$ cat src/include/sfm_pkg.sv
/*
 * sfm_pkg: register map, field positions, reset values, read opcodes
 * and sequencer states of the serial flash read master.
 * Assumes a 32-bit APB register bus with byte addresses.
 */
package sfm_pkg;

    // register byte offsets
    localparam logic [7:0] SFM_OFS_CFG = 8'h00;
    localparam logic [7:0] SFM_OFS_PIN = 8'h14;
    localparam logic [7:0] SFM_OFS_STAT = 8'h18;

    // flash_master_config fields
    localparam int SFM_CFG_FAST_BIT = 10;
    localparam int SFM_CFG_IDLE_LSB = 5;
    localparam int SFM_CFG_DIV_LSB = 0;
    localparam int SFM_FIELD5_W = 5;

    // pin_control_mode fields
    localparam int SFM_PIN_EN_BIT = 13;
    localparam int SFM_PIN_CK_BIT = 12;
    localparam int SFM_PIN_CKOE_BIT = 11;
    localparam int SFM_PIN_DO_BIT = 10;
    localparam int SFM_PIN_DOOE_BIT = 9;
    localparam int SFM_PIN_CS_BIT = 5;
    localparam int SFM_PIN_CSOE_BIT = 1;
    localparam int SFM_PIN_SDI_BIT = 0;

    // status fields
    localparam int SFM_STAT_BUSY_BIT = 0;
    localparam int SFM_STAT_PEND_BIT = 1;
    localparam int SFM_STAT_FULL_BIT = 2;

    // values after reset
    localparam logic SFM_FAST_RST = 1'b0;
    localparam logic [4:0] SFM_IDLE_RST = 5'h1f;
    localparam logic [4:0] SFM_DIV_RST = 5'h1f;
    localparam logic SFM_PIN_RST = 1'b0;

    // read instructions and command lengths in serial clocks
    localparam logic [7:0] SFM_OP_READ = 8'h03;
    localparam logic [7:0] SFM_OP_FAST = 8'h0b;
    localparam logic [5:0] SFM_CMD_BITS = 6'h20;
    localparam logic [5:0] SFM_FAST_BITS = 6'h28;

    typedef enum logic [2:0] {
        SFM_IDLE = 3'b001,
        SFM_SHIFT = 3'b010,
        SFM_DESEL = 3'b100
    } sfm_state_t;

endpackage : sfm_pkg

$ cat src/sfm_fifo.sv
/*
 * sfm_fifo: received-byte FIFO with registered read data.
 * Assumes one clock; source and sink both use valid/ready.
 */
`timescale 1ns/1ns
module sfm_fifo #(
    parameter int W = 8,
    parameter int DEPTH = 16
) (
    // clock and reset
    input wire logic sys_clk,
    input wire logic rst_n,
    // filling side
    input wire logic in_valid,
    output logic in_ready,
    input wire logic [W-1:0] in_data,
    // draining side
    output logic out_valid,
    input wire logic out_ready,
    output logic [W-1:0] out_data
);
    localparam int AW = $clog2(DEPTH);

    generate
        if (DEPTH < 2 || (DEPTH & (DEPTH - 1)) != 0) begin : g_chk
            $error("sfm_fifo: DEPTH must be a power of two, at least 2");
        end
    endgenerate

    typedef struct packed {
        logic [DEPTH-1:0][W-1:0] mem;
        logic [AW-1:0] wp;
        logic [AW-1:0] rp;
        logic [AW:0] cnt;
        logic ovalid;
        logic [W-1:0] odata;
    } sfm_fifo_st_t;

    sfm_fifo_st_t q_r;
    sfm_fifo_st_t q_nxt;
    logic push;
    logic pop;

    assign in_ready = (q_r.cnt != (AW + 1)'(DEPTH)) ? 1'b1 : 1'b0;
    assign out_valid = q_r.ovalid;
    assign out_data = q_r.odata;

    always_comb begin
        q_nxt = q_r;
        push = in_valid && in_ready;
        // output register refills whenever it is empty or being taken
        pop = (q_r.cnt != '0) && (!q_r.ovalid || out_ready);
        if (q_r.ovalid && out_ready) begin
            q_nxt.ovalid = 1'b0;
        end
        if (pop) begin
            q_nxt.odata = q_r.mem[q_r.rp];
            q_nxt.ovalid = 1'b1;
            q_nxt.rp = q_r.rp + 1'b1;
        end
        if (push) begin
            q_nxt.mem[q_r.wp] = in_data;
            q_nxt.wp = q_r.wp + 1'b1;
        end
        q_nxt.cnt = q_r.cnt + (AW + 1)'(push) - (AW + 1)'(pop);
    end

    always_ff @(posedge sys_clk or negedge rst_n) begin
        if (!rst_n) begin
            q_r <= '0;
        end else begin
            q_r <= q_nxt;
        end
    end

endmodule : sfm_fifo

$ cat src/sfm_master.sv
/*
 * sfm_master: serial flash read master with APB registers, a hardware
 * read sequencer, software pin control and a byte FIFO on read data.
 * Assumes the flash is a mode 0 serial flash; pin inputs are async.
 *
// How it works
// - read_type_select at 0 makes every hardware read use opcode 03.
// - read_type_select at 1 makes every hardware read use opcode 0b.
// - flash_select_n stays high select_idle_cycles serial clocks.
// - the serial clock is sys_clk divided by the divider field.
// - bitbang_enable hands the pins to software and stops the sequencer.
// - in bitbang mode the clock pin follows its value and drive bits.
// - in bitbang mode the data-out pin follows its value and drive bits.
// - in bitbang mode the select pin follows its value and drive bits.
// - the bitbang value and drive bits act only in bitbang mode.
// - datain_level always reads the synchronised data-in pin.
 */
`timescale 1ns/1ns
module sfm_master
    import sfm_pkg::*;
#(
    parameter int LEN_W = 16,
    parameter int FIFO_DEPTH = 16
) (
    // clock and reset
    input wire logic sys_clk,
    input wire logic rst_n,
    // apb slave
    input wire logic [7:0] paddr,
    input wire logic psel,
    input wire logic penable,
    input wire logic pwrite,
    input wire logic [31:0] pwdata,
    output logic [31:0] prdata,
    output logic pready,
    output logic pslverr,
    // read request
    input wire logic rd_valid,
    output logic rd_ready,
    input wire logic [23:0] rd_addr,
    input wire logic [LEN_W-1:0] rd_len,
    // read data stream
    output logic dout_valid,
    input wire logic dout_ready,
    output logic [7:0] dout_data,
    // flash pins
    output logic flash_clk_o,
    output logic flash_clk_oe,
    output logic flash_data_out_o,
    output logic flash_data_out_oe,
    output logic flash_select_n_o,
    output logic flash_select_n_oe,
    input wire logic flash_data_in
);

    generate
        if (LEN_W < 1 || LEN_W > 24) begin : g_chk
            $error("sfm_master: LEN_W must lie in 1..24");
        end
    endgenerate

    typedef struct packed {
        sfm_state_t st;
        logic read_type_select;
        logic [4:0] select_idle_cycles;
        logic [4:0] clk_div;
        logic bitbang_enable;
        logic bitbang_clock_value;
        logic bitbang_clock_drive;
        logic bitbang_dataout_value;
        logic bitbang_dataout_drive;
        logic bitbang_select_value;
        logic bitbang_select_drive;
        logic sdi_s1;
        logic sdi_s2;
        logic sclk;
        logic sdo;
        logic sel_n;
        logic [4:0] dcnt;
        logic [4:0] dsc;
        logic [5:0] bitn;
        logic [5:0] ncmd;
        logic [39:0] sh;
        logic [7:0] rx;
        logic [2:0] rxn;
        logic [1:0] take_d;
        logic [1:0] last_d;
        logic [LEN_W-1:0] left;
        logic pend;
        logic [7:0] pdata;
        logic [31:0] prdata;
        logic o_clk;
        logic o_clk_oe;
        logic o_do;
        logic o_do_oe;
        logic o_sel_n;
        logic o_sel_oe;
    } sfm_st_t;

    sfm_st_t q_r;
    sfm_st_t q_nxt;
    logic fifo_ready;
    logic [4:0] lo_half;
    logic [4:0] hi_half;
    logic [31:0] rd_mux;
    logic hit;
    logic [7:0] op;

    assign pready = 1'b1;
    assign pslverr = psel && penable && !hit;
    assign prdata = q_r.prdata;
    assign rd_ready = (q_r.st == SFM_IDLE) && !q_r.bitbang_enable;
    assign flash_clk_o = q_r.o_clk;
    assign flash_clk_oe = q_r.o_clk_oe;
    assign flash_data_out_o = q_r.o_do;
    assign flash_data_out_oe = q_r.o_do_oe;
    assign flash_select_n_o = q_r.o_sel_n;
    assign flash_select_n_oe = q_r.o_sel_oe;

    // address decode and read mux
    always_comb begin
        hit = 1'b1;
        rd_mux = 32'h0000_0000;
        case (paddr)
            SFM_OFS_CFG: begin
                rd_mux[SFM_CFG_FAST_BIT] = q_r.read_type_select;
                rd_mux[SFM_CFG_IDLE_LSB +: SFM_FIELD5_W] =
                    q_r.select_idle_cycles;
                rd_mux[SFM_CFG_DIV_LSB +: SFM_FIELD5_W] = q_r.clk_div;
            end
            SFM_OFS_PIN: begin
                rd_mux[SFM_PIN_EN_BIT] = q_r.bitbang_enable;
                rd_mux[SFM_PIN_CK_BIT] = q_r.bitbang_clock_value;
                rd_mux[SFM_PIN_CKOE_BIT] = q_r.bitbang_clock_drive;
                rd_mux[SFM_PIN_DO_BIT] = q_r.bitbang_dataout_value;
                rd_mux[SFM_PIN_DOOE_BIT] = q_r.bitbang_dataout_drive;
                rd_mux[SFM_PIN_CS_BIT] = q_r.bitbang_select_value;
                rd_mux[SFM_PIN_CSOE_BIT] = q_r.bitbang_select_drive;
                rd_mux[SFM_PIN_SDI_BIT] = q_r.sdi_s2;
            end
            SFM_OFS_STAT: begin
                rd_mux[SFM_STAT_BUSY_BIT] = (q_r.st != SFM_IDLE);
                rd_mux[SFM_STAT_PEND_BIT] = q_r.pend;
                rd_mux[SFM_STAT_FULL_BIT] = !fifo_ready;
            end
            default: begin
                hit = 1'b0;
            end
        endcase
    end

    always_comb begin
        q_nxt = q_r;
        // mode 0 half periods; low half takes the shorter share
        lo_half = {1'b0, q_r.clk_div[4:1]};
        hi_half = q_r.clk_div - lo_half;
        op = q_r.read_type_select ? SFM_OP_FAST : SFM_OP_READ;

        q_nxt.sdi_s1 = flash_data_in;
        q_nxt.sdi_s2 = q_r.sdi_s1;

        if (q_r.pend && fifo_ready) begin
            q_nxt.pend = 1'b0;
        end

        // synchroniser lag: shift in the bit two clocks after its rise
        q_nxt.take_d = {q_r.take_d[0], 1'b0};
        q_nxt.last_d = {q_r.last_d[0], 1'b0};
        if (q_r.take_d[1]) begin
            q_nxt.rx = {q_r.rx[6:0], q_r.sdi_s2};
            if (q_r.last_d[1]) begin
                q_nxt.pend = 1'b1;
                q_nxt.pdata = {q_r.rx[6:0], q_r.sdi_s2};
            end
        end

        // register access
        if (psel && !penable) begin
            q_nxt.prdata = rd_mux;
        end
        if (psel && penable && pwrite) begin
            if (paddr == SFM_OFS_CFG) begin
                q_nxt.read_type_select = pwdata[SFM_CFG_FAST_BIT];
                q_nxt.select_idle_cycles =
                    pwdata[SFM_CFG_IDLE_LSB +: SFM_FIELD5_W];
                q_nxt.clk_div = pwdata[SFM_CFG_DIV_LSB +: SFM_FIELD5_W];
            end
            if (paddr == SFM_OFS_PIN) begin
                q_nxt.bitbang_enable = pwdata[SFM_PIN_EN_BIT];
                q_nxt.bitbang_clock_value = pwdata[SFM_PIN_CK_BIT];
                q_nxt.bitbang_clock_drive = pwdata[SFM_PIN_CKOE_BIT];
                q_nxt.bitbang_dataout_value = pwdata[SFM_PIN_DO_BIT];
                q_nxt.bitbang_dataout_drive = pwdata[SFM_PIN_DOOE_BIT];
                q_nxt.bitbang_select_value = pwdata[SFM_PIN_CS_BIT];
                q_nxt.bitbang_select_drive = pwdata[SFM_PIN_CSOE_BIT];
            end
        end

        // hardware read sequencer
        case (q_r.st)
            SFM_IDLE: begin
                q_nxt.sclk = 1'b0;
                q_nxt.sel_n = 1'b1;
                q_nxt.dcnt = '0;
                if (rd_valid && rd_ready) begin
                    q_nxt.st = SFM_SHIFT;
                    q_nxt.sel_n = 1'b0;
                    q_nxt.sh = {op, rd_addr, 8'h00};
                    q_nxt.sdo = op[7];
                    q_nxt.bitn = '0;
                    q_nxt.ncmd = q_r.read_type_select ?
                        SFM_FAST_BITS : SFM_CMD_BITS;
                    q_nxt.left = rd_len;
                    q_nxt.rxn = '0;
                end
            end
            SFM_SHIFT: begin
                q_nxt.dcnt = q_r.dcnt + 5'h01;
                if (!q_r.sclk) begin
                    // hold the rising edge while a byte waits for the fifo
                    if (q_r.dcnt + 5'h01 >= lo_half) begin
                        q_nxt.dcnt = q_r.dcnt;
                        if (!q_r.pend) begin
                            q_nxt.sclk = 1'b1;
                            q_nxt.dcnt = '0;
                            if (q_r.bitn >= q_r.ncmd) begin
                                // pin level at this rise, shifted in later
                                q_nxt.take_d[0] = 1'b1;
                                q_nxt.last_d[0] = (q_r.rxn == 3'h7);
                                q_nxt.rxn = q_r.rxn + 3'h1;
                            end
                        end
                    end
                end else if (q_r.dcnt + 5'h01 >= hi_half) begin
                    q_nxt.sclk = 1'b0;
                    q_nxt.dcnt = '0;
                    if (q_r.bitn < q_r.ncmd) begin
                        // next command bit goes out on the falling edge
                        q_nxt.bitn = q_r.bitn + 6'h01;
                        q_nxt.sh = {q_r.sh[38:0], 1'b0};
                        q_nxt.sdo = q_r.sh[38];
                    end else if (q_r.rxn == 3'h0) begin
                        if (q_r.left == '0) begin
                            q_nxt.st = SFM_DESEL;
                            q_nxt.sel_n = 1'b1;
                            q_nxt.dsc = '0;
                        end else begin
                            q_nxt.left = q_r.left - 1'b1;
                        end
                    end
                end
            end
            SFM_DESEL: begin
                // count whole serial clock periods with select high
                q_nxt.dcnt = q_r.dcnt + 5'h01;
                if (q_r.dcnt + 5'h01 >= q_r.clk_div) begin
                    q_nxt.dcnt = '0;
                    q_nxt.dsc = q_r.dsc + 5'h01;
                    if (q_r.dsc + 5'h01 >= q_r.select_idle_cycles) begin
                        q_nxt.st = SFM_IDLE;
                    end
                end
            end
            default: begin
                q_nxt.st = SFM_IDLE;
            end
        endcase

        // pin control abandons any hardware transfer
        if (q_r.bitbang_enable) begin
            q_nxt.st = SFM_IDLE;
            q_nxt.sclk = 1'b0;
            q_nxt.sel_n = 1'b1;
        end

        // pin multiplexer
        if (q_nxt.bitbang_enable) begin
            q_nxt.o_clk = q_nxt.bitbang_clock_value;
            q_nxt.o_clk_oe = q_nxt.bitbang_clock_drive;
            q_nxt.o_do = q_nxt.bitbang_dataout_value;
            q_nxt.o_do_oe = q_nxt.bitbang_dataout_drive;
            q_nxt.o_sel_n = q_nxt.bitbang_select_value;
            q_nxt.o_sel_oe = q_nxt.bitbang_select_drive;
        end else begin
            q_nxt.o_clk = q_nxt.sclk;
            q_nxt.o_clk_oe = 1'b1;
            q_nxt.o_do = q_nxt.sdo;
            q_nxt.o_do_oe = 1'b1;
            q_nxt.o_sel_n = q_nxt.sel_n;
            q_nxt.o_sel_oe = 1'b1;
        end
    end

    always_ff @(posedge sys_clk or negedge rst_n) begin
        if (!rst_n) begin
            q_r <= '0;
            q_r.st <= SFM_IDLE;
            q_r.read_type_select <= SFM_FAST_RST;
            q_r.select_idle_cycles <= SFM_IDLE_RST;
            q_r.clk_div <= SFM_DIV_RST;
            q_r.bitbang_enable <= SFM_PIN_RST;
            q_r.sel_n <= 1'b1;
            q_r.o_sel_n <= 1'b1;
            q_r.o_clk_oe <= 1'b1;
            q_r.o_do_oe <= 1'b1;
            q_r.o_sel_oe <= 1'b1;
        end else begin
            q_r <= q_nxt;
        end
    end

    sfm_fifo #(
        .W(8),
        .DEPTH(FIFO_DEPTH)
    ) u_fifo (
        .sys_clk(sys_clk),
        .rst_n(rst_n),
        .in_valid(q_r.pend),
        .in_ready(fifo_ready),
        .in_data(q_r.pdata),
        .out_valid(dout_valid),
        .out_ready(dout_ready),
        .out_data(dout_data)
    );

endmodule : sfm_master
$ cat config.mk
export PLATFORM = sky130hd
export DESIGN_NAME = sfm_master
export DESIGN_NICKNAME = d
export VERILOG_FILES = /design/src/include/sfm_pkg.sv /design/src/sfm_fifo.sv /design/src/sfm_master.sv
export SDC_FILE = /design/constraint.sdc
export NUM_CORES = 1
export LEC_CHECK = 0
export BUFFER_PORTS_ARGS = -buffer_cell sky130_fd_sc_hd__buf_2
export CAP_MARGIN = 20
export CORE_UTILIZATION = 55
export DETAILED_ROUTE_END_ITERATION = 12
export PLACE_DENSITY = 0.76
export REMOVE_ABC_BUFFERS = 1
export SLEW_MARGIN = 20
export SYNTH_ARGS = -nofsm -noshare
export SYNTH_HDL_FRONTEND = slang
export SYNTH_SLANG_ARGS = --single-unit
$ cat constraint.sdc
create_clock -name sys_clk -period 6.5 [get_ports sys_clk]
set_input_delay 1.3 -clock sys_clk [delete_from_list [all_inputs] [get_ports sys_clk]]
set_output_delay 1.3 -clock sys_clk [all_outputs]
set_load 0.02 [all_outputs]
* Word level (Yosys, flattened, before mapping)
Cells that the tools add are included.
Storage, ports and cells: register bits 296, bits in latches 0, memory bits (writable) 0, bits in read-only memories 0, input port bits 88, output and inout bits 50, word-level logic and storage cells 226, memories 0
Operators by class: $add $sub $neg 10, multipliers 0, divide/modulo/power cells 0, magnitude comparators 9, equal/unequal tests 30, shift-type cells 0, mux-type cells 87, bitwise operators 0, reduce and logical (&&, ||, !) cells 34
Operators with widths (count):
- 128-bit bitwise mux | 1
- 39-bit 2-to-1 mux | 3
- 16-bit 2-to-1 mux | 6
- 39-bit one-hot mux with 2 select lines | 1
- 52-bit 2-to-1 mux | 1
- 3-bit 2-to-1 mux | 16
- 8-bit binary-select mux with 4-bit select | 1
- 8-bit demux with 4-bit select | 1
- 16-bit one-hot mux with 2 select lines | 1
- 5-bit 2-to-1 mux | 6
- 9-bit 2-to-1 mux | 3
- 2-bit inequality test (second input constant) | 12
- 1-bit 2-to-1 mux | 23
- 3-bit inequality test (second input constant) | 7
- 19-bit 2-to-1 mux | 1
- 8-bit by 5-bit == test with 1-bit output (second input constant) | 2
- 16-bit zero test | 1
- 8-bit 2-to-1 mux | 2
- 16-bit by 1-bit subtractor with 16-bit output (second input constant) | 1
- 5-bit >= comparator | 3
- 5-bit one-hot mux with 3 select lines | 1
- 7-bit 2-to-1 mux | 2
- 7-bit AND reduction | 2
- 6-bit 2-to-1 mux | 2
- other kinds (44) | 71

* Logic depth before layout (Yosys ltp)
word-level depth 9, depth in mapped cells 15, mapped depth without buffers 14

* Cells and area by module
A second synthesis with hierarchy kept.
Unflattened totals: cell total of the unflattened synthesis 1208, area, all modules 14244.9 sq um
Modules (own cells, without submodules):
- sfm_fifo | instances 1, cells an instance 453, area each 7173.1 sq um, sequential area each 3753.6 sq um
- sfm_master | instances 1, cells an instance 755, area each 7071.8 sq um, sequential area each 3373.2 sq um

* Worst setup path after synthesis
No wires, ideal clock.
path type input to output, start point input port paddr[2], end point output port pslverr, data arrival time 2.523 ns, required time 5.200 ns, path slack 2.677 ns, stages 4, path buffers 1, cells stage by stage and3b_1 > and3_1 > clkbuf_1 > nor4_1
Between the ends: word-level cells in the longest chain between the ends 5, elaborated cells on any way between the ends 7, those cells by class 2 x eq/ne; 1 x mux; 4 x reduce/logical
RTL lines:
- start, declared | line sfm_master.sv:29 | input wire logic [7:0] paddr,
- 8-bit by 5-bit == test with 1-bit output or 8-bit zero test (tied branches) | line sfm_master.sv:124 | case (paddr)
- 3-bit OR reduction (no source line) *
- 1-bit 2-to-1 mux * | line sfm_master.sv:124
- 1-bit zero test * | line sfm_master.sv:110 | assign pslverr = psel && penable && !hit;
- 1-bit logical AND * | line sfm_master.sv:110
- end, declared | line sfm_master.sv:36 | output logic pslverr,
Mark *: on every way between the ends. The rest lies on a longest branch, timed or not.

* Worst setup path after layout
start point input port paddr[1], end point output port pslverr
The elaborated chain is that of the path after synthesis.

==> flow_summary_export.csv <==
group,metric,value,unit
outcome,status,"finished clean",
global_routing,track_usage,22.2,%
die,rows,57,
logic_synthesis,synth_cells,1162,
critical_path,slowest_cell_on_crit_path,"sky130_fd_sc_hd__nor3_1",
timing,final_period_minus_worst_setup_slack,3.82,ns
timing,post-route-worst-setup-slack,2.68,ns
logic_synthesis,synth.cells.most_frequent,"sky130_fd_sc_hd__dfrtp_1, sky130_fd_sc_hd__mux2_2, sky130_fd_sc_hd__nand2_1, sky130_fd_sc_hd__o21ai_0, sky130_fd_sc_hd__clkbuf_1",
critical_path,cp_slowest_stage_delay,0.49,ns
power,internal_power,3.44,mW
finish,drive_gt1_share,32.2,%
power,pwr-share-seq,44.7,%
finish,regArea,7130,um^2
power,vdd.ir_drop.worst,246,uV
hold_path,worst_hold_path.num_cells,0,
power,totalPowerFinal,4.89,mW
finish,insertedDiodeCount,0,
die,chipWidth,161,um
detailed_routing,dr_total_vias,8966,
job,maxCapViolCount,0,
critical_path,critPathRequiredTime,5.20,ns
clocking,cts_setup_buffers,0,
logic_synthesis,synth_area_leader_cell,"sky130_fd_sc_hd__dfrtp_1",
clocking,clock_insertion_delay_at_the_later_pin_of_the_skew_report,0.55,ns
logic_synthesis,syn_avg_cell_area,12.0,um^2
clocking,clk_root_buffer_cell,"sky130_fd_sc_hd__clkbuf_16",
critical_path,timing.critical_path.arrival,2.52,ns
detailed_routing,detailedRoute.firstIterationViolations,531,
logic_synthesis,yosys_most_used_dff,"sky130_fd_sc_hd__dfrtp_1",
placement,detailedPlacementHpwl,18500,um
logic_synthesis,synth_edf_count,0,
critical_path,critical_path.cell_chain,"buf_2 -> nor3_1 -> nand2_1 -> nor3_1 -> nor4_1 -> buf_2",
placement,place_congestion,0.790,
logic_synthesis,yosys_warnings,0,
critical_path,setup.worst_path.class,"input pin to output pin",
timing,setup-tns-final,0,ns
global_routing,antenna_violations_before_repair,0,
detailed_routing,drtAntennaViolNets,0,
clocking,post_cts_resize_count,0,
placement,placement.setup.worst_slack,2.65,ns
power,power.switching_fraction,29.5,%
global_routing,grt_pass1_vias,9157,
clocking,ctsHtreeMaxLevel,1,
global_routing,maximum_number_of_pins_on_one_net_before_global_route_repair,169,
global_routing,grt_pass1_wl,46900,um
finish,area_growth,11.3,%
die,top_level_ports,138,
finish,finish.utilization,63.0,%
logic_synthesis,synth-seq-cells,284,
logic_synthesis,synthMostInstantiatedCell,"sky130_fd_sc_hd__dfrtp_1",
critical_path,r2r.worst_path.cells,14,
die,die-area,25900,um^2
placement,place.port_buffers,100,
power,power_per_cell_area,316,nW/um^2
power,cellLeakagePower,7.52,nW
timing,finalSetupViolCount,0,
logic_synthesis,yosysUniqueCellTypes,66,
timing,clock.fmax,0.262,GHz
clocking,clock_buffers_created_by_tritoncts,30,
timing,final_max_slew_viol_count,0,
finish,final_net_count,1355,
clocking,cts_max_path_buffers,3,
logic_synthesis,main_area_contributors_after_synthesis,"sky130_fd_sc_hd__dfrtp_1, sky130_fd_sc_hd__mux2_2, sky130_fd_sc_hd__mux4_2",
detailed_routing,post_drt_via_cell_ratio,5.72,
timing,holdWs,0.348,ns
die,placeable_area,24500,um^2
detailed_routing,detail_route.wirelength,27800,um
timing,slew_headroom,38.5,%
finish,multiInputGateArea,6130,um^2
power,p_sw,1.44,mW
finish,fill_cells,1898,
hold_path,hold_path_class,"register to register",
critical_path,cp-end-kind,"output pin",
critical_path,startpoint_type,"input pin",
power,clock_power_share,35.4,%
logic_synthesis,synth-async-reset-ratio,100,%
timing,layout_worst_path_cycle_share,58.8,%
global_routing,globalRouteOverflowTotal,0,
timing,report.final.hold_viol_count,0,
logic_synthesis,synth_seq_area_share,51.3,%
power,combPwrFrac,19.9,%
timing,finalClockSkew,0.0163,ns
clocking,clkSinkCount,284,
clocking,clk_transition_reported_paths,0.06,ns
clocking,clock_tree_from_tritoncts,"done",
die,height_of_the_die,161,um
critical_path,worstPathMaxFanout,4,
detailed_routing,post-route-drc-count,0,
logic_synthesis,post_synth_instance_area,13900,um^2
timing,rsz0062_at_grt,"false",
die,initial_core_util,56.6,%
detailed_routing,detail_route.first_pass.iterations,6,
timing,worst_slew_pin_slew,0.923,ns
logic_synthesis,synth_top_area_share,48.3,%
detailed_routing,route.detailed.wl_per_inst,17.8,um
clocking,cts.hold.buffers_added,0,
-- power by group through the flow --
stage	combinational, mW	sequential (mW)	clock (mW)
final	0.972	2.19	1.73
after global routing	1.10	2.21	1.83
after CTS	0.983	2.18	1.76
after detailed placement	0.980	2.21	0
after global placement	0.950	2.21	0
after floorplan	0.689	2.20	0
-- critical path, delay by kind of cell --
kind	cells	cell delay, ns
buf+inv	2	0.27
simple gates	4	0.94
-- final timing paths --
path                                      startpoint                         end  slack (ns)
max in group asynchronous                      rst_n         q_r[87]$_DFFE_PN0P_        4.66
worst max-delay path                        paddr[1]                     pslverr        2.68
worst min register to register  q_nxt[143]$_DFF_PN0_          q_r[143]$_DFF_PN0_        0.35
worst min-delay path            q_nxt[143]$_DFF_PN0_          q_r[143]$_DFF_PN0_        0.35
worst max register to register  q_r[152]$_DFFE_PN1P_         q_r[54]$_DFFE_PN0P_        3.05
min in group asynchronous                      rst_n  u_fifo.q_r[63]$_DFFE_PN0P_        0.64
-- metal layers --
| layer | wire (um) | track usage [%] |
|---|---|---|
| met1 | 12400 | 30.5 |
| met3 | 905 | 2.76 |
| met4 | 545 | 5.92 |
| met5 | 0 | 0 |
| met2 | 14000 | 37.3 |
-- layout make-up --
cell class,count,area share (%)
Sequential cell,284,46.1
Multi-Input combinational cell,748,39.6
Clock buffer,42,5.73
Timing Repair Buffer,114,4.06
Tap cell,324,2.62
Inverter,43,1.04
Clock inverter,13,0.841
-- registers in the layout, indices dropped and copies added (netlist names) --
register,count
flash_data_out_o,1
flash_select_n_o,1
flash_clk_oe,1
flash_data_out_oe,1
q_nxt,3
flash_clk_o,1
lo_half,4
u_fifo.out_data,8
flash_select_n_oe,1
u_fifo.q_r,141
prdata,14
u_fifo.out_valid,1
q_r,107
-- logic make-up after synthesis --
group | count (synthesis) | share of synthesized area (%)
other | 2 | 0.0541
buffers and inverters | 147 | 5.11
AO/OA/AOI/OAI | 188 | 8.84
AND/OR/NAND/NOR | 270 | 9.40
adder cells (fa/ha/maj) | 46 | 4.25
XOR/XNOR | 22 | 1.39
flip-flops | 284 | 51.3
multiplexers | 203 | 19.7
-- stage by stage --
step	instances	area, um^2
floorplan	1075	13400
global placement	1513	14500
detailed placement	1513	14500
CTS	1568	15500
global route	1568	15500
finish	1568	15500
-- placed cells by master (no fill, tap or decap), types with 4 or more instances in the layout --
cell type,netlist,final
sky130_fd_sc_hd__buf_4,41,13
sky130_fd_sc_hd__inv_1,43,43
sky130_fd_sc_hd__nor2_1,30,30
sky130_fd_sc_hd__o211ai_1,6,6
sky130_fd_sc_hd__dfrtp_1,268,266
sky130_fd_sc_hd__clkbuf_16,0,30
sky130_fd_sc_hd__or2_2,6,6
sky130_fd_sc_hd__o32ai_1,4,4
sky130_fd_sc_hd__a2bb2oi_1,25,25
sky130_fd_sc_hd__nor2b_1,10,10
sky130_fd_sc_hd__dfstp_2,16,16
sky130_fd_sc_hd__buf_2,3,99
sky130_fd_sc_hd__clkbuf_8,0,9
sky130_fd_sc_hd__clkinv_2,0,9
sky130_fd_sc_hd__mux2_2,159,159
sky130_fd_sc_hd__nand3_1,33,33
sky130_fd_sc_hd__mux4_2,40,40
sky130_fd_sc_hd__a31oi_1,4,4
sky130_fd_sc_hd__and3_1,4,4
sky130_fd_sc_hd__nand2b_1,8,8
sky130_fd_sc_hd__o21ai_0,80,80
sky130_fd_sc_hd__nor3b_1,7,7
sky130_fd_sc_hd__xor2_1,7,7
sky130_fd_sc_hd__conb_1,2,19
sky130_fd_sc_hd__nand4_1,11,11
sky130_fd_sc_hd__nand2_1,126,126
sky130_fd_sc_hd__a22oi_1,4,4
sky130_fd_sc_hd__a22o_1,5,5
sky130_fd_sc_hd__xnor2_1,15,15
sky130_fd_sc_hd__a21oi_1,23,23
sky130_fd_sc_hd__a21o_1,6,6
sky130_fd_sc_hd__mux2i_1,4,4
sky130_fd_sc_hd__nor3_1,12,12
sky130_fd_sc_hd__ha_1,44,44
(Power assumes the default switching activity.)
